[src/sdra_map.vh]
`ifndef SDRA_MAP_VH
`define SDRA_MAP_VH

// System clock rate in Hz (10 MHz)
`define SDRA_CLK_HZ 25'h098_9680

// Modulator sample rates in Hz for the internal oscillator
`define SDRA_FS_50HZ 25'h000_3200
`define SDRA_FS_5060HZ 25'h000_3688
`define SDRA_FS_60HZ 25'h000_3C00

// Notch selection codes
`define SDRA_NOTCH_5060 2'h0
`define SDRA_NOTCH_50 2'h1
`define SDRA_NOTCH_60 2'h2

// Sample rate relations: fs = 256 * notch = 2048 * single-speed output rate
`define SDRA_NOTCH_RATIO 12'h100
`define SDRA_OUT_RATIO 12'h800

// External conversion clock periods per modulator sample
`define SDRA_EXT_DIV 5'h14

// External conversion clock periods per full conversion phase
`define SDRA_EXT_CONV_CYCLES 16'hA04C

// Result saturation at 150 percent of one half-window full scale
`define SDRA_FS_CODE 13'h0400
`define SDRA_SAT_CODE 13'h0600

`endif

[src/sdra_skid_buf.v]
`timescale 1ns/10ps
// Two-entry buffer; both output flags and data come straight from registers
module sdra_skid_buf #(
  parameter W = 14
) (
  input wire i_clk_sys,
  input wire i_rst,
  input wire i_valid,
  output reg o_ready,
  input wire [W-1:0] i_data,
  output reg o_valid,
  input wire i_ready,
  output reg [W-1:0] o_data
);
  reg skid_valid;
  reg [W-1:0] skid_data;

  always @(posedge i_clk_sys) begin
    if (i_rst) begin
      o_valid <= 1'b0;
      o_data <= {W{1'b0}};
      skid_valid <= 1'b0;
      skid_data <= {W{1'b0}};
      o_ready <= 1'b1;
    end else begin
      if (i_ready || !o_valid) begin
        if (skid_valid) begin
          o_valid <= 1'b1;
          o_data <= skid_data;
          skid_valid <= 1'b0;
          o_ready <= 1'b1;
        end else begin
          o_valid <= i_valid && o_ready;
          if (i_valid && o_ready) begin
            o_data <= i_data;
          end
        end
      end else if (i_valid && o_ready) begin
        // Receiver stalled: park the word so nothing is lost
        skid_data <= i_data;
        skid_valid <= 1'b1;
        o_ready <= 1'b0;
      end
    end
  end
endmodule // sdra_skid_buf

[src/sdra_decimator.v]
`timescale 1ns/10ps
`include "sdra_map.vh"
module sdra_decimator #(
  parameter [15:0] EXT_CONV_CYCLES = `SDRA_EXT_CONV_CYCLES
) (
  input wire i_clk_sys,
  input wire i_rst,
  input wire i_mod_bit,
  input wire i_ext_clk,
  input wire i_ext_clk_sel,
  input wire [1:0] i_notch_sel,
  input wire i_double_speed,
  output reg o_mod_sample,
  output reg o_cal_phase,
  output wire o_result_valid,
  input wire i_result_ready,
  output wire [12:0] o_result_data,
  output wire o_over_range
);
  localparam ST_CAL = 2'b00;
  localparam ST_SIG = 2'b01;
  localparam ST_HOLD = 2'b10;
  localparam [11:0] HALF_SAMPLES = `SDRA_OUT_RATIO >> 1;
  localparam [15:0] EXT_HALF = EXT_CONV_CYCLES >> 1;

  reg [1:0] state;
  reg [1:0] next_state;
  reg [24:0] phase;
  reg [24:0] rate;
  reg int_tick;
  reg ext_sync1;
  reg ext_sync2;
  reg ext_sync3;
  reg [4:0] ext_div;
  reg ext_tick;
  reg edge_dly1;
  reg edge_dly2;
  reg [15:0] ext_phase;
  reg [11:0] samp_cnt;
  reg signed [12:0] acc;
  reg signed [12:0] offset;
  reg signed [12:0] prev_raw;
  reg hist_valid;
  reg [3:0] cfg;
  reg signed [12:0] pend_data;
  reg pend_over;
  reg signed [12:0] acc_now;
  reg signed [13:0] diff;
  reg signed [13:0] sum;
  reg signed [12:0] res;
  reg res_over;
  reg win_end;
  wire [24:0] phase_sum;
  wire ext_edge;
  wire buf_ready;
  wire push;
  wire cfg_change;
  wire [13:0] buf_out;

  assign phase_sum = phase + rate;
  assign ext_edge = ext_sync2 & ~ext_sync3;
  assign cfg_change = (cfg != {i_ext_clk_sel, i_notch_sel, i_double_speed});
  assign push = (state == ST_HOLD) && !cfg_change;
  assign o_result_data = buf_out[12:0];
  assign o_over_range = buf_out[13];

  always @* begin
    case (i_notch_sel)
      `SDRA_NOTCH_50: rate = `SDRA_FS_50HZ;
      `SDRA_NOTCH_60: rate = `SDRA_FS_60HZ;
      default: rate = `SDRA_FS_5060HZ;
    endcase
  end

  // Fractional accumulator keeps the mean sample rate exact at 10 MHz
  always @(posedge i_clk_sys) begin
    if (i_rst) begin
      phase <= 25'h000_0000;
      int_tick <= 1'b0;
    end else if (phase_sum >= `SDRA_CLK_HZ) begin
      phase <= phase_sum - `SDRA_CLK_HZ;
      int_tick <= 1'b1;
    end else begin
      phase <= phase_sum;
      int_tick <= 1'b0;
    end
  end

  // External clock is asynchronous: two flops, then the edge detector
  always @(posedge i_clk_sys) begin
    if (i_rst) begin
      ext_sync1 <= 1'b0;
      ext_sync2 <= 1'b0;
      ext_sync3 <= 1'b0;
      ext_div <= 5'h00;
      ext_tick <= 1'b0;
      edge_dly1 <= 1'b0;
      edge_dly2 <= 1'b0;
    end else begin
      ext_sync1 <= i_ext_clk;
      ext_sync2 <= ext_sync1;
      ext_sync3 <= ext_sync2;
      ext_tick <= 1'b0;
      // Edge delayed to meet its own sample pulse, so a window never splits an edge from its sample
      edge_dly1 <= ext_edge;
      edge_dly2 <= edge_dly1;
      if (ext_edge) begin
        if (ext_div == `SDRA_EXT_DIV - 5'h01) begin
          ext_div <= 5'h00;
          ext_tick <= 1'b1;
        end else begin
          ext_div <= ext_div + 5'h01;
        end
      end
    end
  end

  always @(posedge i_clk_sys) begin
    if (i_rst) begin
      o_mod_sample <= 1'b0;
    end else begin
      o_mod_sample <= i_ext_clk_sel ? ext_tick : int_tick;
    end
  end

  always @* begin
    acc_now = acc;
    if (o_mod_sample && (state != ST_HOLD)) begin
      acc_now = i_mod_bit ? acc + 13'sh0001 : acc - 13'sh0001;
    end
    // A half window is 1024 samples internally, half of 41036 periods externally
    if (i_ext_clk_sel) begin
      win_end = edge_dly2 && (ext_phase == EXT_HALF - 16'h0001);
    end else begin
      win_end = o_mod_sample && (samp_cnt == HALF_SAMPLES - 12'h001);
    end
    if (state == ST_HOLD) begin
      win_end = 1'b0;
    end
    // Calibrated or raw result before averaging
    // Both arms signed, so negative values extend with their sign
    diff = i_double_speed ? $signed({acc_now[12], acc_now}) : acc_now - offset;
    sum = (i_double_speed && hist_valid) ? acc_now + prev_raw : $signed({diff[12:0], 1'b0});
    if (i_double_speed) begin
      diff = sum >>> 1;
    end
    res_over = (diff > $signed({1'b0, `SDRA_FS_CODE})) ||
               (diff < -$signed({1'b0, `SDRA_FS_CODE}));
    if (diff > $signed({1'b0, `SDRA_SAT_CODE})) begin
      res = `SDRA_SAT_CODE;
    end else if (diff < -$signed({1'b0, `SDRA_SAT_CODE})) begin
      res = -$signed(`SDRA_SAT_CODE);
    end else begin
      res = diff[12:0];
    end
    next_state = state;
    case (state)
      ST_CAL: begin
        if (win_end) begin
          next_state = ST_SIG;
        end
      end
      ST_SIG: begin
        if (win_end) begin
          next_state = ST_HOLD;
        end
      end
      ST_HOLD: begin
        if (buf_ready) begin
          next_state = i_double_speed ? ST_SIG : ST_CAL;
        end
      end
      default: next_state = ST_CAL;
    endcase
  end

  always @(posedge i_clk_sys) begin
    if (i_rst) begin
      state <= ST_CAL;
      cfg <= 4'h0;
      acc <= 13'sh0000;
      offset <= 13'sh0000;
      prev_raw <= 13'sh0000;
      hist_valid <= 1'b0;
      samp_cnt <= 12'h000;
      ext_phase <= 16'h0000;
      pend_data <= 13'sh0000;
      pend_over <= 1'b0;
      o_cal_phase <= 1'b1;
    end else if (cfg_change) begin
      // Restart so no window mixes samples from two settings
      cfg <= {i_ext_clk_sel, i_notch_sel, i_double_speed};
      state <= i_double_speed ? ST_SIG : ST_CAL;
      o_cal_phase <= !i_double_speed;
      acc <= 13'sh0000;
      hist_valid <= 1'b0;
      samp_cnt <= 12'h000;
      ext_phase <= 16'h0000;
    end else begin
      state <= next_state;
      o_cal_phase <= (next_state == ST_CAL);
      if (win_end || (state == ST_HOLD)) begin
        acc <= 13'sh0000;
        samp_cnt <= 12'h000;
        ext_phase <= 16'h0000;
      end else begin
        acc <= acc_now;
        if (o_mod_sample) begin
          samp_cnt <= samp_cnt + 12'h001;
        end
        if (edge_dly2) begin
          ext_phase <= ext_phase + 16'h0001;
        end
      end
      if (win_end && (state == ST_CAL)) begin
        offset <= acc_now;
      end
      if (win_end && (state == ST_SIG)) begin
        pend_data <= res;
        pend_over <= res_over;
        prev_raw <= acc_now;
        hist_valid <= i_double_speed;
      end
    end
  end

  // Conversion waits in hold while the receiver stalls, so no result is dropped
  sdra_skid_buf #(
    .W(14)
  ) u_buf (
    .i_clk_sys(i_clk_sys),
    .i_rst(i_rst),
    .i_valid(push),
    .o_ready(buf_ready),
    .i_data({pend_over, pend_data}),
    .o_valid(o_result_valid),
    .i_ready(i_result_ready),
    .o_data(buf_out)
  );
endmodule // sdra_decimator

[config.mk]
export PLATFORM = sky130hd
export DESIGN_NAME = sdra_decimator
export DESIGN_NICKNAME = d
export VERILOG_FILES = /design/src/sdra_skid_buf.v /design/src/sdra_decimator.v
export VERILOG_INCLUDE_DIRS = /design/src /design/src/src
export SDC_FILE = /design/constraint.sdc
export NUM_CORES = 1
export LEC_CHECK = 0
export BUFFER_PORTS_ARGS = -buffer_cell sky130_fd_sc_hd__buf_2
export CAP_MARGIN = 20
export CORE_MARGIN = 2
export CORE_UTILIZATION = 43
export CTS_CLUSTER_DIAMETER = 120
export DETAILED_ROUTE_END_ITERATION = 10
export SYNTH_ARGS = -nofsm -noshare
export SYNTH_HDL_FRONTEND = slang
export SYNTH_SLANG_ARGS = --single-unit
[constraint.sdc]
create_clock -name i_clk_sys -period 7.4 [get_ports i_clk_sys]
set_input_delay 0.37 -clock i_clk_sys [delete_from_list [all_inputs] [get_ports i_clk_sys]]
set_output_delay 0.37 -clock i_clk_sys [all_outputs]
set_load 0.05 [all_outputs]
==> results.yml <==
run_status:
  status: "finished clean"
clock_tree:
  cts_made_buffers: 17
  clk_latency_ns: 0.42
  cts-resized-gates: 0
  clock-sinks: 155
  root_buffer: "clkbuf_16"
  ctsHoldBuffers: 0
  htree_levels: 4
  clk_pin_slew_ns: 0.06
  post-cts-setup-buffers: 0
  cts_tree: "yes"
  cts_max_path_buffers: 2
synth:
  synth_top_cell_area_share_pct: 33.5
  synthFlopType: "dfxtp_1"
  yosysTopAreaCell: "dfxtp_1"
  synth_edf_count: 0
  ys_seq_area_share_pct: 33.5
  synthesis.nets: 1207
  syn_inst: 1145
  syn_area_um2: 9250
  async_reset_ff_share_pct: 0
  ys_top_cells_by_area: "dfxtp_1 (34%), ha_1 (6.8%), nor2_1 (5.8%)"
  yosysUniqueCellTypes: 77
  yosys_register_bits: 155
  yosysWarnings: 0
  avgSynthCellArea_um2: 8.08
die:
  ios: 26
  start_util_pct: 43.9
  die_h_um: 151
  rows: 53
  die_x_um: 151
  core-area_um2: 21100
  dieArea_um2: 22700
power:
  total_power_mw: 2.15
  p_leak_nw: 3.89
  cellPowerDensity_nw_per_um2: 210
  max-vdd-ir-drop_v: 0.000175
flow_run:
  max-cap-violations: 0
detailed_routing:
  drc: 0
  avgRoutedWirePerCell_um: 14.8
  dr_total_vias: 7840
  viasPerCell: 5.45
  drtIter0Drc: 377
  postRouteAntennaNets: 0
  drt_wl_total_um: 21300
  dr.pass1.iters: 5
timing:
  fin_crit_sh_pct: 75.8
  slew_headroom_pct: 33.0
  setup_viol_count_final: 0
  hold_violations: 0
  skew_ns: 0.00994
  final.setup.tns_ns: 0
  whs_ns: 0.161
  tightest_slew_ns: 0.997
  rsz0062_at_grt: "no"
  slew_violations: 0
  period_minus_slack_ns: 5.61
  max_freq_ghz: 0.178
critical_path:
  r2r_start: "acc[0]"
  cp_slowest_cell: "nor3_1"
  path_class: "input port to flop"
  critPathLaunch: "i_mod_bit"
  timing.critical_path.to: "pend_data[2]"
  start_kind: "input port"
  crit_fanout: 15
  required_ns: 7.71
  reg2reg_depth: 16
  crit_chain: "buf_2, inv_1, ha_1, a21o_1, a31oi_1, and2_1, nor3_1, o31a_1, o31ai_1, ha_1, nand3_1, o22ai_1, or2_2, nand3b_1, o221ai_1, o221ai_1, nor3b_2, nor3_1, nor3_1, a22o_1"
  cp-end-kind: "flop"
  worstPathArrival_ns: 5.92
  slowest_delay_ns: 0.79
  r2r_end: "pend_data[2]"
  crit_top_cell: "nor3_1"
  r2r_setup_slack_ns: 1.84
place:
  numPortBuffers: 25
  placed_cells: 1406
  dp_hpwl_um: 15300
  gp_congestion: 0.827
grt:
  grt_first_pass_wirelength_um: 35800
  overflow: 0
  grt_max_degree: 80
  antenna_found_initial: 1
  first_global_vias: 7337
  grt_usage_pct: 19.6
final_layout:
  post-route-util_pct: 48.6
  final_cells: 1438
  antennaDiodeCount: 0
  nFillCells: 2064
  areaGrowthSynthToFinish_pct: 10.7
  final_layout_size_suffix_gt1_share_pct: 8.08
  fin_nets: 1212
worst_hold_path:
  min_path_type: "input port to flop"
worst min path at each step:
| stage | slack, ns | cells after the start | start | endpoint |
|---|---|---|---|---|
| 3_5_place_dp | 0.44 | 2 | u_buf.skid_data[6] | u_buf.skid_data[6] |
| 6_report | 0.16 | 2 | i_ext_clk | ext_sync1 |
| 5_1_grt | 0.18 | 2 | i_ext_clk | ext_sync1 |
| 2_1_floorplan | 0.41 | 1 | edge_dly1 | edge_dly2 |
| 3_3_place_gp | 0.44 | 2 | u_buf.skid_data[9] | u_buf.skid_data[9] |
| 4_1_cts | 0.14 | 2 | i_ext_clk | ext_sync1 |
layout make-up:
cell class	count	area [um^2]	share of cell area, %
clock inverters	10	163	1.59
repair buffers	36	210	2.05
multi-input cells	899	5800	56.7
inverters	41	154	1.50
flip-flops and latches	155	3100	30.3
well taps	275	344	3.36
clock buffers	22	464	4.53
routing by layer:
metal,up-vias,part of all wire (%),global-route usage [%],routed length (um)
li1,4084,-,-,-
met1,3625,48,25.3,10300
met2,95,47,32.7,10000
met3,34,2.6,3.48,548
met4,2,2.1,6.92,442
met5,-,0.061,0,13
worst max-delay path: cells and delay by family:
kind | cells | cell delay (ns)
buffers and inverters | 2 | 0.51
and+or+nand+nor | 8 | 1.99
AOI/OAI and AO/OA | 8 | 2.22
adders and majority gates | 2 | 0.83
Yosys cell counts, drive strengths merged (9+ instances only):
cell type	number
dfxtp	155
nor2	144
nand2	121
a21oi	93
ha	50
xnor2	46
clkbuf	44
xor2	41
inv	40
nor3	40
o21ai	35
mux2i	32
nor2b	30
a211oi	28
nand3	26
nand4	17
and3	15
a31oi	13
a21o	12
a22o	10
and2	9
o21a	9
or2	9
cell usage in the layout, fill, tap and decap left out, drive strengths merged, types with 22 or more instances in the layout:
master  netlist  layout
mux2i        32      32
nor2b        30      30
xor2         41      41
inv          40      41
a21oi        93      93
nand3        26      26
a211oi       28      28
xnor2        46      46
o21ai        35      35
nor3         40      40
buf           6      36
nor2        144     144
nand2       121     121
dfxtp       155     155
ha           50      50
clkbuf       44      22
state kept, by name, indices dropped and copies added, names as in the netlist, 2 cells and up:
signal,count
phase,22
ext_phase,16
u_buf.o_data,14
u_buf.skid_data,14
acc,13
offset,13
pend_data,13
prev_raw,13
samp_cnt,12
ext_div,5
cfg,4
state,2
cells by family (layout without fill, tap and decap cells):
logic type	count (synthesis)	count (layout)	synth area share [%]
muxes	35	35	3.83
xor gates and xnor gates	87	87	8.24
buffers and inverters	91	109	3.80
DFF	155	155	33.5
and+or+nand+nor	458	458	23.7
adders and majority gates	53	53	7.41
AOI/OAI and AO/OA	266	266	19.5
per-stage QoR:
step	cell area, um^2	worst slack [ns]
CTS	10200	1.89
finish	10200	1.79
floorplan	9250	2.42
global route	10200	1.16
global placement	9610	1.47
detailed placement	9610	1.46
where the power goes:
group          switching [mW]  internal [mW]
Clock                   0.349          0.584
Combinational           0.207          0.131
Sequential             0.0202          0.855
Power figures use the tool's default switching activity.
